## config.mk

```make
export PLATFORM = sky130hd
export DESIGN_NAME = vwir_top
export DESIGN_NICKNAME = d
export VERILOG_FILES = /design/src/inc/vwir_pkg.sv /design/src/hdl/vwir_top.sv /design/src/hdl/vwir_i2c_slave.sv
export SDC_FILE = /design/constraint.sdc
export NUM_CORES = 1
export LEC_CHECK = 0
export BUFFER_PORTS_ARGS = -buffer_cell sky130_fd_sc_hd__buf_2
export CAP_MARGIN = 20
export CORE_MARGIN = 2
export CORE_UTILIZATION = 55
export CTS_CLUSTER_SIZE = 30
export DETAILED_ROUTE_END_ITERATION = 10
export HOLD_SLACK_MARGIN = 0.1
export PLACE_DENSITY = 0.88
export SLEW_MARGIN = 20
export SYNTH_ARGS = -nofsm -noshare
export SYNTH_HDL_FRONTEND = slang
export SYNTH_SLANG_ARGS = --single-unit
```

## constraint.sdc

```tcl
create_clock -name clk_i -period 4.2 [get_ports clk_i]
set_input_delay 0.42 -clock clk_i [delete_from_list [all_inputs] [get_ports clk_i]]
set_output_delay 0.42 -clock clk_i [all_outputs]
set_load 0.02 [all_outputs]
```

## src/inc/vwir_pkg.sv

```systemverilog
// constants, types and decode helpers of the video window register bank
// assumes one 25 MHz clock and a synchronous active-high reset
package vwir_pkg;

	// ------------------------------------------------------------
	// register map
	// ------------------------------------------------------------
	localparam logic [7:0] SUB_CTRL = 8'h00;
	localparam logic [7:0] SUB_VGAM = 8'h01;
	localparam logic [7:0] SUB_AGAM = 8'h02;
	localparam logic [7:0] SUB_NLIN = 8'h03;
	localparam logic [7:0] SUB_LINE = 8'h04;
	localparam logic [7:0] SUB_FIELD = 8'h05;
	localparam logic [7:0] SUB_LAST = 8'h05;
	localparam int NUM_REGS = 6;
	localparam logic [5:0] SLV_ADDR_HI = 6'h34;

	// control bit positions and status layout
	localparam int CTRL_OVR = 0;
	localparam int CTRL_RANGE = 1;
	localparam int CTRL_WSEL_HI = 2;
	localparam int CTRL_WSEL_LO = 3;
	localparam int CTRL_BLACK = 4;
	localparam int STAT_POR = 0;

	// reset values: pin control, mid-scale codes, default windows
	localparam logic [7:0] CTRL_RST = 8'h00;
	localparam logic [7:0] CODE_RST = 8'h20;
	localparam logic [7:0] LINE_RST = 8'h2e;
	localparam logic [7:0] FIELD_RST = 8'h94;
	localparam logic [47:0] REG_RST = {FIELD_RST, LINE_RST, CODE_RST,
		CODE_RST, CODE_RST, CTRL_RST};

	// ------------------------------------------------------------
	// window timing, line in 128ths, field in lines
	// ------------------------------------------------------------
	localparam int LINE_FRAC_SHIFT = 7;
	localparam logic [7:0] LINE_START_BASE = 8'h09;
	localparam logic [7:0] LINE_START_STEP = 8'h02;
	localparam logic [7:0] LINE_STOP_BASE = 8'h35;
	localparam logic [7:0] LINE_STOP_STEP = 8'h04;
	localparam logic [9:0] FIELD_START_BASE = 10'h00a;
	localparam logic [9:0] FIELD_START_STEP = 10'h006;
	localparam logic [9:0] FIELD_STOP_BASE = 10'h079;
	localparam logic [9:0] FIELD_STOP_STEP = 10'h00a;

	typedef enum logic [1:0] {
		WSRC_DEFAULT = 2'b00,
		WSRC_BLANK = 2'b01,
		WSRC_USER = 2'b11
	} vwir_wsrc_t;

	typedef enum logic [2:0] {
		I2C_IDLE = 3'b000,
		I2C_RECV = 3'b001,
		I2C_ACK = 3'b011,
		I2C_SEND = 3'b010,
		I2C_RACK = 3'b110
	} vwir_i2c_st_t;

	// sub-address inside the mapped range
	function automatic logic vwir_sub_ok(input logic [7:0] sub);
		return sub <= SUB_LAST;
	endfunction : vwir_sub_ok

endpackage : vwir_pkg

```

## src/hdl/vwir_top.sv

```systemverilog
// register bank, setting select and measurement window generator
// assumes sandcastle key, blanking and field pulse as logic levels
module vwir_top #(
	parameter int CODE_W = 6,
	parameter int LCNT_W = 12
) (
	input wire logic clk_i,
	input wire logic rst_i,
	input wire logic scl_i,
	input wire logic sda_i,
	output logic sda_o,
	output logic sda_oe_n_o,
	input wire logic addr_select_pin_i,
	input wire logic burst_clamp_key_i,
	input wire logic sandcastle_blank_i,
	input wire logic sandcastle_field_i,
	input wire logic default_window_pin_i,
	input wire logic range_select_pin_i,
	input wire logic offset_switch_pin_i,
	input wire logic [CODE_W-1:0] gamma_level_pin_i,
	input wire logic [CODE_W-1:0] adaptive_gain_pin_i,
	input wire logic [CODE_W-1:0] linearity_level_pin_i,
	output logic range_select_o,
	output logic black_comp_enable_o,
	output logic [CODE_W-1:0] gamma_code_o,
	output logic [CODE_W-1:0] adaptive_code_o,
	output logic [CODE_W-1:0] nonlinear_code_o,
	output vwir_pkg::vwir_wsrc_t window_source_o,
	output logic meas_window_o,
	output logic black_meas_en_o,
	output logic hist_meas_en_o,
	output logic input_clamp_o
);
	import vwir_pkg::*;

	localparam int PIN_W = 7 + 3 * CODE_W;

	// ------------------------------------------------------------
	// pin synchronisers
	// ------------------------------------------------------------
	logic [PIN_W-1:0] pin_sy1_r, pin_sy2_r;
	logic key_s, blank_s, field_s, dws_s, range_s, bof_s, adr_s;
	logic [CODE_W-1:0] gam_s, agam_s, lin_s;

	// every pin is asynchronous to the clock, two stages each
	always_ff @(posedge clk_i) begin
		if (rst_i) begin
			pin_sy1_r <= '0;
			pin_sy2_r <= '0;
		end else begin
			pin_sy1_r <= {burst_clamp_key_i, sandcastle_blank_i,
				sandcastle_field_i, default_window_pin_i,
				range_select_pin_i, offset_switch_pin_i,
				addr_select_pin_i, gamma_level_pin_i,
				adaptive_gain_pin_i, linearity_level_pin_i};
			pin_sy2_r <= pin_sy1_r;
		end
	end

	assign {key_s, blank_s, field_s, dws_s, range_s, bof_s, adr_s,
		gam_s, agam_s, lin_s} = pin_sy2_r;

	// ------------------------------------------------------------
	// serial bus slave and register file
	// ------------------------------------------------------------
	logic wr_stb, rd_stb;
	logic [7:0] wr_sub, wr_data, status_w;
	logic [7:0] reg_r [NUM_REGS];
	logic [7:0] reg_nxt [NUM_REGS];
	logic por_r, por_nxt;

	vwir_i2c_slave vwir_i2c_slave_inst (
		.clk_i(clk_i),
		.rst_i(rst_i),
		.scl_i(scl_i),
		.sda_i(sda_i),
		.addr_lsb_i(adr_s),
		.rd_data_i(status_w),
		.sda_o(sda_o),
		.sda_oe_n_o(sda_oe_n_o),
		.wr_stb_o(wr_stb),
		.wr_sub_o(wr_sub),
		.wr_data_o(wr_data),
		.rd_stb_o(rd_stb)
	);

	// undefined status bits read as zero
	always_comb begin
		status_w = 8'h00;
		status_w[STAT_POR] = por_r;
	end

	// indexed write; the slave already refused unmapped sub-addresses
	always_comb begin
		for (int i = 0; i < NUM_REGS; i++) begin
			reg_nxt[i] = reg_r[i];
		end
		if (wr_stb && vwir_sub_ok(wr_sub)) begin
			reg_nxt[wr_sub[2:0]] = wr_data;
		end
		// power-on flag drops once it has been read out
		por_nxt = por_r & ~rd_stb;
	end

	// reset to pin control and default windows
	always_ff @(posedge clk_i) begin
		if (rst_i) begin
			for (int i = 0; i < NUM_REGS; i++) begin
				reg_r[i] <= REG_RST[i*8 +: 8];
			end
			por_r <= 1'b1;
		end else begin
			for (int i = 0; i < NUM_REGS; i++) begin
				reg_r[i] <= reg_nxt[i];
			end
			por_r <= por_nxt;
		end
	end

	// ------------------------------------------------------------
	// setting select: pins or bus
	// ------------------------------------------------------------
	logic ovr_w;
	logic range_nxt, black_nxt;
	logic [CODE_W-1:0] gam_nxt, agam_nxt, lin_nxt;
	vwir_wsrc_t wsrc_nxt, wsrc_r;

	assign ovr_w = reg_r[SUB_CTRL[2:0]][CTRL_OVR];

	always_comb begin
		if (ovr_w) begin
			range_nxt = reg_r[SUB_CTRL[2:0]][CTRL_RANGE];
			black_nxt = reg_r[SUB_CTRL[2:0]][CTRL_BLACK];
			gam_nxt = reg_r[SUB_VGAM[2:0]][CODE_W-1:0];
			agam_nxt = reg_r[SUB_AGAM[2:0]][CODE_W-1:0];
			lin_nxt = reg_r[SUB_NLIN[2:0]][CODE_W-1:0];
			if (reg_r[SUB_CTRL[2:0]][CTRL_WSEL_HI]) begin
				wsrc_nxt = WSRC_USER;
			end else if (reg_r[SUB_CTRL[2:0]][CTRL_WSEL_LO]) begin
				wsrc_nxt = WSRC_BLANK;
			end else begin
				wsrc_nxt = WSRC_DEFAULT;
			end
		end else begin
			range_nxt = range_s;
			black_nxt = bof_s;
			gam_nxt = gam_s;
			agam_nxt = agam_s;
			lin_nxt = lin_s;
			// pin high picks the default window
			wsrc_nxt = dws_s ? WSRC_DEFAULT : WSRC_BLANK;
		end
	end

	always_ff @(posedge clk_i) begin
		if (rst_i) begin
			range_select_o <= 1'b0;
			black_comp_enable_o <= 1'b0;
			gamma_code_o <= '0;
			adaptive_code_o <= '0;
			nonlinear_code_o <= '0;
			wsrc_r <= WSRC_DEFAULT;
		end else begin
			range_select_o <= range_nxt;
			black_comp_enable_o <= black_nxt;
			gamma_code_o <= gam_nxt;
			adaptive_code_o <= agam_nxt;
			nonlinear_code_o <= lin_nxt;
			wsrc_r <= wsrc_nxt;
		end
	end

	assign window_source_o = wsrc_r;

	// ------------------------------------------------------------
	// horizontal window: 128ths of the measured line period
	// ------------------------------------------------------------
	logic key_q_r, field_q_r, key_rise, key_fall, field_rise;
	logic [LCNT_W-1:0] lcnt_r, lcnt_nxt, period_r, period_nxt;
	logic [LCNT_W-1:0] frac_r, frac_nxt, step_w;
	logic [7:0] hpos_r, hpos_nxt, h_start, h_stop, line_code;
	logic line_win;

	assign key_rise = key_s & ~key_q_r;
	assign key_fall = ~key_s & key_q_r;
	assign field_rise = field_s & ~field_q_r;
	// a period under 128 clocks still steps once per clock
	assign step_w = (period_r >> LINE_FRAC_SHIFT) == '0 ?
		LCNT_W'(1) : period_r >> LINE_FRAC_SHIFT;

	always_comb begin
		lcnt_nxt = (&lcnt_r) ? lcnt_r : lcnt_r + LCNT_W'(1);
		period_nxt = period_r;
		frac_nxt = frac_r + LCNT_W'(1);
		hpos_nxt = hpos_r;
		if (frac_nxt >= step_w) begin
			frac_nxt = '0;
			hpos_nxt = (&hpos_r) ? hpos_r : hpos_r + 8'h01;
		end
		if (key_rise) begin
			lcnt_nxt = '0;
			period_nxt = lcnt_r;
			frac_nxt = '0;
			hpos_nxt = 8'h00;
		end
	end

	always_ff @(posedge clk_i) begin
		if (rst_i) begin
			key_q_r <= 1'b0;
			field_q_r <= 1'b0;
			lcnt_r <= '0;
			period_r <= '0;
			frac_r <= '0;
			hpos_r <= 8'hff;
		end else begin
			key_q_r <= key_s;
			field_q_r <= field_s;
			lcnt_r <= lcnt_nxt;
			period_r <= period_nxt;
			frac_r <= frac_nxt;
			hpos_r <= hpos_nxt;
		end
	end

	// default codes when not user window
	assign line_code = (wsrc_r == WSRC_USER) ? reg_r[SUB_LINE[2:0]] : LINE_RST;
	// start 4.5 plus 1 per step, stop 26.5 plus 2
	assign h_start = LINE_START_BASE + LINE_START_STEP * {4'h0, line_code[7:4]};
	assign h_stop = LINE_STOP_BASE + LINE_STOP_STEP * {4'h0, line_code[3:0]};
	assign line_win = (hpos_r >= h_start) && (hpos_r < h_stop);

	// ------------------------------------------------------------
	// vertical window: lines after first key following field pulse
	// ------------------------------------------------------------
	logic armed_r, armed_nxt, vrun_r, vrun_nxt;
	logic [9:0] vcnt_r, vcnt_nxt, v_start, v_end;
	logic [7:0] field_code;
	logic field_win, win_nxt, win_r, clamp_nxt;

	always_comb begin
		armed_nxt = armed_r;
		vrun_nxt = vrun_r;
		vcnt_nxt = vcnt_r;
		if (key_fall && armed_r) begin
			armed_nxt = 1'b0;
			vrun_nxt = 1'b1;
			vcnt_nxt = 10'h000;
		end else if (key_fall && vrun_r && !(&vcnt_r)) begin
			vcnt_nxt = vcnt_r + 10'h001;
		end
		// a new field pulse wins over the key in the same cycle
		if (field_rise) begin
			armed_nxt = 1'b1;
		end
	end

	assign field_code = (wsrc_r == WSRC_USER) ?
		reg_r[SUB_FIELD[2:0]] : FIELD_RST;
	// start 10 plus 6 lines per step
	assign v_start = FIELD_START_BASE
		+ FIELD_START_STEP * {6'h00, field_code[7:4]};
	// stop counted from the window start v_start, not from the start event
	assign v_end = v_start + FIELD_STOP_BASE
		+ FIELD_STOP_STEP * {6'h00, field_code[3:0]};
	assign field_win = vrun_r && (vcnt_r >= v_start) && (vcnt_r < v_end);

	always_comb begin
		if (wsrc_r == WSRC_BLANK) begin
			win_nxt = ~blank_s;
		end else begin
			win_nxt = line_win & field_win;
		end
		clamp_nxt = key_s;
	end

	always_ff @(posedge clk_i) begin
		if (rst_i) begin
			armed_r <= 1'b0;
			vrun_r <= 1'b0;
			vcnt_r <= 10'h000;
			win_r <= 1'b0;
			input_clamp_o <= 1'b0;
		end else begin
			armed_r <= armed_nxt;
			vrun_r <= vrun_nxt;
			vcnt_r <= vcnt_nxt;
			win_r <= win_nxt;
			input_clamp_o <= clamp_nxt;
		end
	end

	assign meas_window_o = win_r;
	assign black_meas_en_o = win_r;
	assign hist_meas_en_o = win_r;
endmodule : vwir_top

```

## src/hdl/vwir_i2c_slave.sv

```systemverilog
// serial bus slave: address match, sub-address, writes, status read
// assumes scl and sda arrive from pins; open-drain drive is low-only
module vwir_i2c_slave (
	input wire logic clk_i,
	input wire logic rst_i,
	input wire logic scl_i,
	input wire logic sda_i,
	input wire logic addr_lsb_i,
	input wire logic [7:0] rd_data_i,
	output logic sda_o,
	output logic sda_oe_n_o,
	output logic wr_stb_o,
	output logic [7:0] wr_sub_o,
	output logic [7:0] wr_data_o,
	output logic rd_stb_o
);
	import vwir_pkg::*;

	// ------------------------------------------------------------
	// pin synchronisers and bus events
	// ------------------------------------------------------------
	logic [1:0] scl_sy_r, sda_sy_r;
	logic scl_q_r, sda_q_r, scl_s, sda_s;
	logic scl_rise, scl_fall, start_w, stop_w;

	always_ff @(posedge clk_i) begin
		if (rst_i) begin
			scl_sy_r <= 2'h3;
			sda_sy_r <= 2'h3;
			scl_q_r <= 1'b1;
			sda_q_r <= 1'b1;
		end else begin
			scl_sy_r <= {scl_sy_r[0], scl_i};
			sda_sy_r <= {sda_sy_r[0], sda_i};
			scl_q_r <= scl_sy_r[1];
			sda_q_r <= sda_sy_r[1];
		end
	end

	assign scl_s = scl_sy_r[1];
	assign sda_s = sda_sy_r[1];
	assign scl_rise = scl_s & ~scl_q_r;
	assign scl_fall = ~scl_s & scl_q_r;
	assign start_w = scl_s & scl_q_r & sda_q_r & ~sda_s;
	assign stop_w = scl_s & scl_q_r & ~sda_q_r & sda_s;

	// ------------------------------------------------------------
	// byte engine
	// ------------------------------------------------------------
	vwir_i2c_st_t st_r, st_nxt;
	logic [3:0] bit_r, bit_nxt;
	logic [7:0] shift_r, shift_nxt, sub_r, sub_nxt;
	logic [1:0] phase_r, phase_nxt;
	logic read_r, read_nxt, drive_r, drive_nxt;
	logic wr_stb_r, wr_stb_nxt, rd_stb_r, rd_stb_nxt;
	logic [7:0] wr_sub_r, wr_sub_nxt, wr_data_r, wr_data_nxt;

	// next state; start and stop override any byte in flight
	always_comb begin
		st_nxt = st_r;
		bit_nxt = bit_r;
		shift_nxt = shift_r;
		sub_nxt = sub_r;
		phase_nxt = phase_r;
		read_nxt = read_r;
		drive_nxt = drive_r;
		wr_stb_nxt = 1'b0;
		rd_stb_nxt = 1'b0;
		wr_sub_nxt = wr_sub_r;
		wr_data_nxt = wr_data_r;
		if (start_w) begin
			st_nxt = I2C_RECV;
			bit_nxt = 4'h0;
			phase_nxt = 2'h0;
			read_nxt = 1'b0;
			drive_nxt = 1'b0;
		end else if (stop_w) begin
			st_nxt = I2C_IDLE;
			drive_nxt = 1'b0;
		end else begin
			unique case (st_r)
				I2C_IDLE: begin
				end
				I2C_RECV: begin
					if (scl_rise && bit_r != 4'h8) begin
						shift_nxt = {shift_r[6:0], sda_s};
						bit_nxt = bit_r + 4'h1;
					end
					if (scl_fall && bit_r == 4'h8) begin
						bit_nxt = 4'h0;
						st_nxt = I2C_ACK;
						drive_nxt = 1'b1;
						unique case (phase_r)
							2'h0: begin
								if (shift_r[7:1] == {SLV_ADDR_HI, addr_lsb_i}) begin
									read_nxt = shift_r[0];
									phase_nxt = 2'h1;
								end else begin
									st_nxt = I2C_IDLE;
									drive_nxt = 1'b0;
								end
							end
							2'h1: begin
								sub_nxt = shift_r;
								phase_nxt = 2'h2;
								if (!vwir_sub_ok(shift_r)) begin
									st_nxt = I2C_IDLE;
									drive_nxt = 1'b0;
								end
							end
							default: begin
								if (vwir_sub_ok(sub_r)) begin
									wr_stb_nxt = 1'b1;
									wr_sub_nxt = sub_r;
									wr_data_nxt = shift_r;
									sub_nxt = sub_r + 8'h01;
								end else begin
									st_nxt = I2C_IDLE;
									drive_nxt = 1'b0;
								end
							end
						endcase
					end
				end
				I2C_ACK, I2C_RACK: begin
					if (st_r == I2C_RACK && scl_rise && sda_s) begin
						st_nxt = I2C_IDLE;
					end else if (scl_fall) begin
						if (read_r) begin
							st_nxt = I2C_SEND;
							shift_nxt = rd_data_i;
							drive_nxt = ~rd_data_i[7];
							rd_stb_nxt = 1'b1;
						end else begin
							st_nxt = I2C_RECV;
							drive_nxt = 1'b0;
						end
						bit_nxt = 4'h0;
					end
				end
				I2C_SEND: begin
					if (scl_fall) begin
						if (bit_r == 4'h7) begin
							st_nxt = I2C_RACK;
							drive_nxt = 1'b0;
						end else begin
							shift_nxt = {shift_r[6:0], 1'b0};
							drive_nxt = ~shift_r[6];
							bit_nxt = bit_r + 4'h1;
						end
					end
				end
				default: begin
					st_nxt = I2C_IDLE;
					drive_nxt = 1'b0;
				end
			endcase
		end
	end

	always_ff @(posedge clk_i) begin
		if (rst_i) begin
			st_r <= I2C_IDLE;
			bit_r <= 4'h0;
			shift_r <= 8'h00;
			sub_r <= 8'h00;
			phase_r <= 2'h0;
			read_r <= 1'b0;
			drive_r <= 1'b0;
			wr_stb_r <= 1'b0;
			rd_stb_r <= 1'b0;
			wr_sub_r <= 8'h00;
			wr_data_r <= 8'h00;
		end else begin
			st_r <= st_nxt;
			bit_r <= bit_nxt;
			shift_r <= shift_nxt;
			sub_r <= sub_nxt;
			phase_r <= phase_nxt;
			read_r <= read_nxt;
			drive_r <= drive_nxt;
			wr_stb_r <= wr_stb_nxt;
			rd_stb_r <= rd_stb_nxt;
			wr_sub_r <= wr_sub_nxt;
			wr_data_r <= wr_data_nxt;
		end
	end

	// open drain: only ever pulls low
	assign sda_o = 1'b0;
	assign sda_oe_n_o = ~drive_r;
	assign wr_stb_o = wr_stb_r;
	assign wr_sub_o = wr_sub_r;
	assign wr_data_o = wr_data_r;
	assign rd_stb_o = rd_stb_r;

endmodule : vwir_i2c_slave

```

# Word level (Yosys, flattened, before mapping)
# Memories as Yosys holds them, arrays and structs flattened.
# Cells that the tools add are included.
op_classes:
  muxes: 73
  reduce_logical: 43
  mul: 2
  addsub: 11
  n_eq_ne: 28
  order_cmp: 10
  bitwise: 39
ops:
  columns: ["op", "count"]
  rows:
  - ["$mux 8", 19]
  - ["$bwmux 48", 1]
  - ["$mux 48", 1]
  - ["$reduce_and 5->1", 5]
  - ["$add 12x1->12 const B", 2]
  - ["$demux 8 s3", 1]
  - ["$le 8x3->1 const B", 3]
  - ["$mux 4", 6]
  - ["$pmux 8 s3", 1]
  - ["$mux 1", 21]
  - ["$not 1->1", 20]
  - ["$mux 6", 3]
  - ["$add 8x1->8 const B", 2]
  - ["$pmux 8 s2", 1]
  - ["$mux 3", 5]
  - ["$mux 2", 7]
  - ["$ne 2x1->1 const B", 7]
  - ["$and 1x1->1", 12]
  - ["$ge 12x5->1", 1]
  - ["$logic_and 1x1->1", 12]
  - ["$logic_not 12->1", 1]
  - ["$ne 4x1->1 const B", 3]
  - ["$pmux 3 s4", 1]
  - ["$pmux 4 s3", 1]
  - ["50 further kinds", 70]
word_totals:
  regBits: 183
  n_memories: 1
  input_bits: 29
  word_cells: 242
  ramBits: 48
mem_list:
  columns: ["memory", "depth", "word_bits", "read_ports", "rd_clocked_by_memory_dff", "wr", "line", "rtl"]
  rows:
  - ["reg_r", 6, 8, 6, 0, 6, "vwir_top.sv:68", "logic [7:0] reg_r [NUM_REGS];"]

# Longest topological paths before layout
# Gate-level depths: netlist of the first run.
logic_depth:
  ltp_word: 10
  ltp_mapped: 23
  mapped_depth_nobuf: 22

# Cells and area by module
# A second synthesis of the first run with hierarchy kept.
unflattened:
  cells_unflattened: 1091
  area_unflattened_um2: 10022.1
modules_own_cells:
  columns: ["mod", "area_each_um2", "n_inst", "cells_each"]
  rows:
  - ["vwir_top", 7362.1, 1, 772]
  - ["vwir_i2c_slave", 2660.1, 1, 319]

# Least setup slack after synthesis of the first run
# Ideal clock, no wire load.
synth_path:
  path_type: "reg2reg"
  startpoint: "register wsrc_r[1], in the netlist window_source_o[1]"
  endpoint: "register win_r, in the netlist black_meas_en_o"
  setup_slack_ns: -0.253
  path_stages_with_launch: 23
  n_path_buf: 1
  t_arrival_ns: 4.367
  setup_ns: 0.086
  cell_sequence: "dfxtp_1 -> clkbuf_1 -> and3_1 -> ha_1 -> maj3_2 -> a311o_1 -> and2_1 -> xnor2_1 -> ha_1 -> inv_1 -> ha_1 -> inv_1 -> o21bai_1 -> a21oi_1 -> nor2b_1 -> o21ai_0 -> ha_1 -> or4b_1 -> a221oi_1 -> o2111ai_1 -> a41oi_1 -> a31oi_1 -> a211oi_1"
synth_via:
  elab_chain_len: 10
  elab_cells_between_ends: 20
  classes_between: "add/sub (5); mul (2); order compare (4); eq/ne (2); mux (3); bitwise (1); reduce/logical (3)"
synth_lines:
  columns: ["item", "line", "rtl"]
  rows:
  - ["start, declared", "vwir_top.sv:126", "vwir_wsrc_t wsrc_nxt, wsrc_r;"]
  - ["start signal, assigned", "vwir_top.sv:169", "wsrc_r <= wsrc_nxt;"]
  - ["$eq 2x2->1", "vwir_top.sv:227, vwir_top.sv:258", null]
  - ["$mux 8", "vwir_top.sv:258", "assign field_code = (wsrc_r == WSRC_USER) ?"]
  - ["$mul 2x4->6", "vwir_top.sv:262", "+ FIELD_START_STEP * {6'h00, field_code[7:4]};"]
  - ["$add 4x7->8", "vwir_top.sv:262", null]
  - ["$add 8x7->9", "vwir_top.sv:264", "assign v_end = v_start + FIELD_STOP_BASE"]
  - ["$add 9x8->10", "vwir_top.sv:265", "+ FIELD_STOP_STEP * {6'h00, field_code[3:0]};"]
  - ["$lt 10x10->1", "vwir_top.sv:266", "assign field_win = vrun_r && (vcnt_r >= v_start) && (vcnt_r < v_end);"]
  - ["$logic_and 1x1->1", "vwir_top.sv:266", null]
  - ["$and 1x1->1", "vwir_top.sv:272", "win_nxt = line_win & field_win;"]
  - ["$mux 1 *", "vwir_top.sv:269", "if (wsrc_r == WSRC_BLANK) begin"]
  - ["end signal, assigned", "vwir_top.sv:288", "win_r <= win_nxt;"]
  - ["end, declared", "vwir_top.sv:239", "logic field_win, win_nxt, win_r, clamp_nxt;"]
# Mark *: on every way between the ends. The rest lies on a longest branch, timed or not.
# A chain may end at the register's enable or synchronous reset.

# Worst setup path in the final report of the first run
# Same ends and word-level chain as after synthesis.

==> impl_results.md, run 1 <==
* Status: finished, violations left
* Failing checks: negative setup slack
* Starting density of the core at 0.5654
* Mapped Area at between 0.009 and 0.01 mm2
* Final WS setup at -257.3 ps
* Worst-Margin Slew at 1064 ps
* Detailed Place HPWL at 13830 um
* Max-cap violations at 0
* Dpl ws at -234.2 ps
* Slew Viols, Final at 0
* Crit path max-delay family: buffers and inverters
* Post-DR wirelength/cell at 15.63 um
* Post-synth top area cell: dfxtp_1
* Worst EP arrival at ~4800 ps
* Area contributors post-synth: dfxtp_1 44%, ha_1 8.0%, mux2i_1 6.4%
* Top cells by count, synth: 215 x dfxtp_1, 115 x nor2_1, 82 x nand2_1, 65 x nor2b_1
* Ant. Diodes at 0
* Prevailing post-synth register cell: dfxtp_1
* Initial antenna violation count at 0
* Sequential cell area fraction in the yosys report at 0.4371
* HP Class: input pin to flip-flop
* P per Cell Area at 402.0 mW/mm2
* Total Wirelength at between 20000 and 25000 um
* Buffers & Inverters on Critical Path at 13
* Hold Vio Cnt, Final at 0
* Top routing layer used: met4
* Metal-1 WL at roughly 9500 um
* Post-Synth Simple-Gate Area at 0.2295
* Grt ovf at 0
* Via count at approximately 7900
* Area growth from synthesis to layout at 15.79%
* Slowest CP cell: o41ai_2
* Startpoint Class: flip-flop
* Critical path type: flip-flop to flip-flop
* WP depth at 24
* Input/output buffers at 55
* All-Layer GR Usage at 0.2270
* RSZ-0062 raised after global routing: true
* Crit path capture type: flip-flop
* Clock Latency Late Sink at ~500 ps
* Crit-path cells: buf_6 -> nand3b_1 -> ha_2 -> maj3_2 -> a311o_1 -> and2_4 -> xnor2_2 -> buf_4 -> buf_4 -> buf_4 -> buf_4 -> buf_4 -> buf_4 -> buf_4 -> buf_4 -> buf_4 -> buf_4 -> buf_4 -> buf_4 -> ha_1 -> o41ai_2 -> a31oi_1 -> o21ai_0 -> a211oi_2
* Vias in the first global route at 7503
* DIE AREA at roughly 0.019 mm2
* Placed Area at roughly 0.010 mm2
* Worst VDD drop at between 0.0004 and 0.0005 V
* DRC violations left at 0
* Cell Rows at between 40 and 50
* Max Clk Rate at 224.4 MHz
* Final-layout fill cell count at between 1000 and 1500
* Count leader, synth: dfxtp_1
* Routability cong. at 0.8609
* Asr flop ratio synth at 0
* Layout Skew at approximately 18 ps
* Compound-Gate Fraction of Synth Area at 0.1091
* WHS Path Cells at 2
* Number of synthesized flops with an enable pin at 0
* Relative slew slack at 0.2894
* Synth top area share at 0.4371
* First-pass GRT wire length at 35260 um
* Crit Path Max Fanout at 6
* Fraction of layout instances using a drive strength above 1 at 0.1550
* # IOs at 57
* CP most frequent cell: buf_4
* Mux share of post-synthesis cell area at 0.06404
* Core area at roughly 0.017 mm2
* Final setup vio count at 1
* Synth Area in Adders at 0.08526
* DIE HEIGHT at about 140 um
* Largest net degree at the start of global routing at 88
* Sequential cell area at between 0.004 and 0.005 mm2
* Avg Vias per Cell at 5.646
* Area occupied by multi-input gates at around 0.0053 mm2
* Final #Nets at between 1000 and 1500
* TritonCTS clock tree: yes
* Post-Syn Instances at ~1100
* CTS buffer count at 21
* XOR/XNOR share of the synthesized area at 0.03380
* Pleak at roughly 0.0048 uW
* CTS H-tree depth at 1
* CP max stage delay at approximately 400 ps
* FF-to-FF path depth at 24
* Mean Syn Cell Area at roughly 9.2 um2
* Yosys Warn Count at 0
* Die Width at about 140 um
* WHS at 127.2 ps
* Clk buf depth at 3
* Fin area at ~0.011 mm2
* Pre-Repair DR Iteration Count at 5
* Clock sink count at around 220
* Tcrit/Tclk final at 1.061
* CTS clk-pin slew, worst paths at 60 ps
* Largest family of logic cells by synthesized area: simple AND/OR/NAND/NOR gates
* CTS root buf: clkbuf_16
* WP data required at around 4500 ps
* Routed length on met2 at approximately 11000 um
* Starting DRT DRC Count at approximately 610
* Met3 WL post-DR at between 1000 and 1500 um
* Post-synthesis cell type count at 74
* Synthesis-stage register bit count at about 220
* Final ANT Viol Nets at 0
* Min Tclk post-route at 4457 ps
-- placed cells by master (no fill, tap or decap), types with 8 or more instances in the layout --
master | netlist | final
nand2_1 | 82 | 82
nor2b_1 | 65 | 65
nor2_1 | 115 | 115
conb_1 | 1 | 8
xnor2_1 | 18 | 17
ha_1 | 63 | 59
nand4_1 | 13 | 13
inv_1 | 49 | 47
buf_4 | 3 | 43
and3_1 | 20 | 20
nand2b_1 | 19 | 19
mux2i_1 | 63 | 63
clkbuf_16 | 0 | 22
dfxtp_1 | 215 | 213
a21oi_1 | 57 | 55
a21o_1 | 10 | 10
xor2_1 | 20 | 19
o21ai_0 | 29 | 28
nor3_1 | 10 | 10
nand3_1 | 41 | 41
buf_2 | 6 | 54
or2_2 | 9 | 9
-- worst paths after layout --
kind / start / end / slack [ps]
setup / recovery: window_source_o[1] / black_meas_en_o / -260
hold / removal: linearity_level_pin_i[2] / pin_sy1_r[2] / 130
setup reg to reg: window_source_o[1] / black_meas_en_o / -260
hold reg to reg: vwir_i2c_slave_inst.sda_sy_r[0] / vwir_i2c_slave_inst.sda_sy_r[1] / 410
-- where the power goes --
part / internal [uW] / total, uW / switching (uW)
logic: 185 / 430 / 245
clock network: 1150 / 1950 / 801
registers: 2110 / 2200 / 89.6
-- what timing repair did --
action,in CTS,in global routing
pin swaps,12,12
resized for setup,9,12
cloned,0,0
endpoints found under the setup margin,1,1
endpoints found under the hold margin,2,0
hold buffers,2,0
buffers inserted,17,1
-- logic make-up (layout without fill, tap and decap cells) --
kind of cell / count (synthesis) / in the layout
other cells: 1 / 8
fa+ha+maj: 66 / 66
simple gates: 432 / 432
xor+xnor: 38 / 38
buf+inv: 98 / 187
flops: 215 / 215
mux: 63 / 63
compound gates: 159 / 159
-- layout make-up --
type	count	share of cell area
flip-flops and latches	215	0.3781
inverters	49	0.01635
clock buffers	30	0.05706
clock inverters	8	0.007462
well taps	225	0.02469
repair buffers	100	0.05476
multi-input cells	766	0.4615
-- layer usage --
metal,vias up,track usage
met4,0,0.08220
met2,286,0.3864
li1,3849,-
met1,3666,0.2971
met3,64,0.02723
met5,-,0
-- sequential cells by signal (all words and copies together) (netlist names), 3 cells and up --
register / count
vwir_i2c_slave_inst.bit_r: 4
lcnt_r: 12
pin_sy1_r: 25
vwir_i2c_slave_inst.sub_r: 8
reg_r: 39
vwir_i2c_slave_inst.wr_data_o: 8
pin_sy2_r: 25
nonlinear_code_o: 6
hpos_r: 8
vwir_i2c_slave_inst.shift_r: 8
vwir_i2c_slave_inst.wr_sub_o: 8
vcnt_r: 10
vwir_i2c_slave_inst.st_r: 3
frac_r: 12
gamma_code_o: 6
adaptive_code_o: 6
period_r: 5
-- metrics by stage --
stage / cells / power, uW / TNS [ps] / utilization
after floorplan: 1079 / 2553 / 0 / -
after CTS: 1392 / 4587 / -220.2 / 0.6508
after global routing: 1393 / 4722 / -467.7 / 0.6547
after detailed placement: 1335 / 2646 / -234.2 / 0.5986
final: 1393 / 4584 / -257.3 / 0.6547
after global placement: 1335 / 2618 / 0 / 0.5986
-- worst reg2reg max path, stage by stage, from the launching register on --
cell	delay, ps
dfxtp_4	370
buf_6	100
nand3b_1	90
ha_2	220
maj3_2	340
a311o_1	300
and2_4	160
xnor2_2	140
buf_4	140
buf_4	120
buf_4	120
buf_4	120
buf_4	120
buf_4	120
buf_4	120
buf_4	130
buf_4	120
buf_4	130
buf_4	120
buf_4	130
ha_1	210
o41ai_2	400
a31oi_1	130
o21ai_0	230
a211oi_2	120
Note: power is estimated with default switching activity, not from simulation.
==> run 2: changes to the inputs <==
--- a/config.mk
+++ b/config.mk
@@ -5,6 +5,7 @@
 export SDC_FILE = /design/constraint.sdc
 export NUM_CORES = 1
 export LEC_CHECK = 0
+export ABC_AREA = 1
 export BUFFER_PORTS_ARGS = -buffer_cell sky130_fd_sc_hd__buf_2
 export CAP_MARGIN = 20
 export CORE_MARGIN = 2
==> impl_results.md, run 2 <==
* Status: finished, final reports clean
* Hold wc startpoint: sandcastle_field_i
* Critical path type: flip-flop to flip-flop
* Count leader, synth: inv_1
* CTS H-tree depth at 1 (unchanged)
* Worst-Margin Slew at 842.6 ps (-221.2 ps)
* Post-DR wirelength/cell at 13.78 um (-12%)
* Largest net degree at the start of global routing at 69 (-22%)
* Final Instance Count excl. Fillers at 1583 (+14%)
* Ant. Diodes at 0 (unchanged)
* Synthesis-stage register bit count at 215 (unchanged)
* HP Class: input pin to flip-flop
* CTS root buf: clkbuf_16
* Routability cong. at 0.9029 (+4.9%)
* Startpoint Class: flip-flop
* Mean Syn Cell Area at 7.788 um2 (-15%)
* Asr flop ratio synth at 0 (unchanged)
* Number of synthesized flops with an enable pin at 0 (unchanged)
* Biggest register: reg_r
* Post-Syn Instances at 1264 (+18%)
* Post-synth top area cell: dfxtp_1
* Max Clk Rate at 250.1 MHz (+11%)
* Crit Path Max Fanout at 8 (+2)
* Worst EP arrival at 4450 ps (-340 ps)
* Combinational share of power at 0.094 (about the same)
* TritonCTS clock tree: yes
* Clock Latency Late Sink at 520 ps (+20 ps)
* Crit path launch: window_source_o[1]
* Area growth from synthesis to layout at 15.75% (about the same)
* Cells after DPL at 1523 (+14%)
* Initial antenna violation count at 0 (unchanged)
* Switching share of total power at 0.2486 (+0.0008892)
* Final WS setup at 202.3 ps (+459.6 ps)
* Starting DRT DRC Count at 693 (+13%)
* CTS clk-pin slew, worst paths at 60 ps (about the same)
* Util after Layout at 0.6542 (about the same)
* Prevailing post-synth register cell: dfxtp_1
* Core area at 0.01742 mm2 (unchanged)
* Final setup vio count at 0 (-1)
* Cell Rows at 48 (unchanged)
* Worst VDD drop at 0.0005298 V (+10%)
* Max reg flops at 39 (unchanged)
* Sequential cell area fraction in the yosys report at 0.4372 (about the same)
* Reg-to-reg startpoint: window_source_o[1]
* Post-synthesis cell type count at 50 (-32%)
* Total Wirelength at 21820 um (+0.24%)
* Via count at 8367 (+6.4%)
* Slew Viols, Final at 0 (unchanged)
* Final ANT Viol Nets at 0 (unchanged)
* Pint at 3620 uW (+5.0%)
* DIE HEIGHT at 137.8 um (about the same)
* Most frequent cells in the layout: 216 x inv_1, 213 x dfxtp_1, 166 x nor2_1, 132 x nand2_1, 106 x a21oi_1
* Starting density of the core at 0.5652 (about the same)
* Pre-Repair DR Iteration Count at 8 (+3)
* Clock sink count at 215 (unchanged)
* Max-cap violations at 0 (unchanged)
* Avg Vias per Cell at 5.286 (-6.4%)
* Tcrit/Tclk final at 0.9518 (-0.1094)
* Fraction of layout instances using a drive strength above 1 at 0.1215 (-0.03346)
* Pleak at 0.005281 uW (+10%)
* Layout Skew at 7.577 ps (-10.43 ps)
* Die Width at 137.8 um (about the same)
* Leading cell type in the layout, fill and taps excluded: inv_1
* Relative slew slack at 0.4365 (+0.1471)
* CTS buffer count at 23 (+9.5%)
* All-Layer GR Usage at 0.2287 (+0.001674)
* Reg power frac at 0.456 (-0.025)
* Hold Vio Cnt, Final at 0 (unchanged)
* Top cells by count, synth: 217 x inv_1, 215 x dfxtp_1, 169 x nor2_1, 135 x nand2_1, 107 x a21oi_1
* Vias in the first global route at 7903 (+5.3%)
* Area contributors post-synth: dfxtp_1 44%, inv_1 8.3%, ha_1 8.0%
* Yosys Warn Count at 0 (unchanged)
* Mapped Area at 0.009844 mm2 (about the same)
* Clk buf depth at 3 (unchanged)
* Synth top area share at 0.4372 (about the same)
* Top flop regs: reg_r (39), pin_sy1_r (25), pin_sy2_r (25)
* Final #Nets at 1435 (+15%)
* P per Cell Area at 422.8 mW/mm2 (+5.2%)
* # IOs at 57 (unchanged)
* Input/output buffers at 55 (unchanged)
* WP data required at 4650 ps (+120 ps)
* DRC violations left at 0 (unchanged)
* Min Tclk post-route at 3998 ps (-459.6 ps)
* Clock Power Share at 0.450 (+0.024)
* Psw at 1198 uW (+5.5%)
* Dpl ws at -5.892 ps (+228.3 ps)
* First-pass GRT wire length at 35680 um (+1.2%)
* Grt ovf at 0 (unchanged)
* Crit path capture type: flip-flop
* DIE AREA at 0.01898 mm2 (about the same)
* Detailed Place HPWL at 13830 um (about the same)
## run 2: cell types whose count changed after synthesis, sizes merged, moves of 56 or more
cell   before  now
nor2      115  180
mux2i      63    0
nand2      83  139
inv        49  224
nor2b      65    0
o21ai      31  110
## run 2: cell families after synthesis
logic type / after synthesis / share of synthesized area
fa+ha+maj: 65 / 0.08414
flops: 215 / 0.4372
other cells: 1 / 0.0003809
xor+xnor: 33 / 0.03088
buf+inv: 261 / 0.1019
compound gates: 256 / 0.1417
simple gates: 433 / 0.2037
## run 2: final cells by class
class,instances,area [um2]
fillers,1301,6022
multi-input cells,795,4642
flip-flops and latches,215,4307
inverters,228,855.8
clock buffers,29,628.1
repair buffers,78,490.5
well taps,225,281.5
clock inverters,13,190.2
## run 2: critical path, cell delays in order, from the launching register on
cell      delay, ps
dfxtp_2         380
nand2_4         100
nor2_2          140
inv_1           110
ha_1            310
inv_1           130
nor2_1           80
nor2_2          110
nand2_1          70
nand2_1          70
nand2_1         150
xnor2_2         190
ha_1            280
inv_1            60
ha_4            290
nand2_1          70
o21ai_1         230
nand2_1         100
nand2_1          70
a21oi_1          70
xor2_1          160
ha_1            200
a211oi_2        180
nand3_1         110
a21oi_1         120
nand2_1          60
a21oi_1         110
## run 2: path summary, 6_finish.rpt
path	to	slack (ps)	cells past startpoint
hold / removal	pin_sy1_r[22]	110	3
setup reg to reg	black_meas_en_o	200	26
hold reg to reg	pin_sy2_r[23]	400	2
setup / recovery	black_meas_en_o	200	26
## run 2: layer usage
metal	GRT usage	routed length, um	up-vias
met1	0.2816	9198	3863
met2	0.4096	10970	239
met5	0	0	-
met3	0.03790	1030	57
li1	-	-	4208
met4	0.06803	620	0
## run 2: per-stage QoR
stage | total power (uW) | setup TNS (ps) | hold slack, ps | instance area, um2
global route | 4998 | -109.1 | 109.3 | 11390
global placement | 2633 | 0 | 388.5 | 10320
CTS | 4822 | 0 | 100.5 | 11310
detailed placement | 2659 | -5.892 | 392.0 | 10320
finish | 4818 | 0 | 105.0 | 11390
floorplan | 2552 | 0 | 388.3 | 9871
## run 2: power by group through the flow
stage	registers, uW	logic [uW]	clock network [uW]
2_1_floorplan	2230	325	0
4_1_cts	2190	445	2180
6_report	2200	453	2170
3_3_place_gp	2230	400	0
5_1_grt	2200	511	2280
3_5_place_dp	2240	423	0
## run 2: repair_timing
item / CTS / global route
resized for setup: 2 / 19
endpoints found under the setup margin: 1 / 1
setup buffers: 0 / 1
hold endpoints to repair: 16 / 1
hold buffers: 16 / 1
pin swaps: 0 / 4
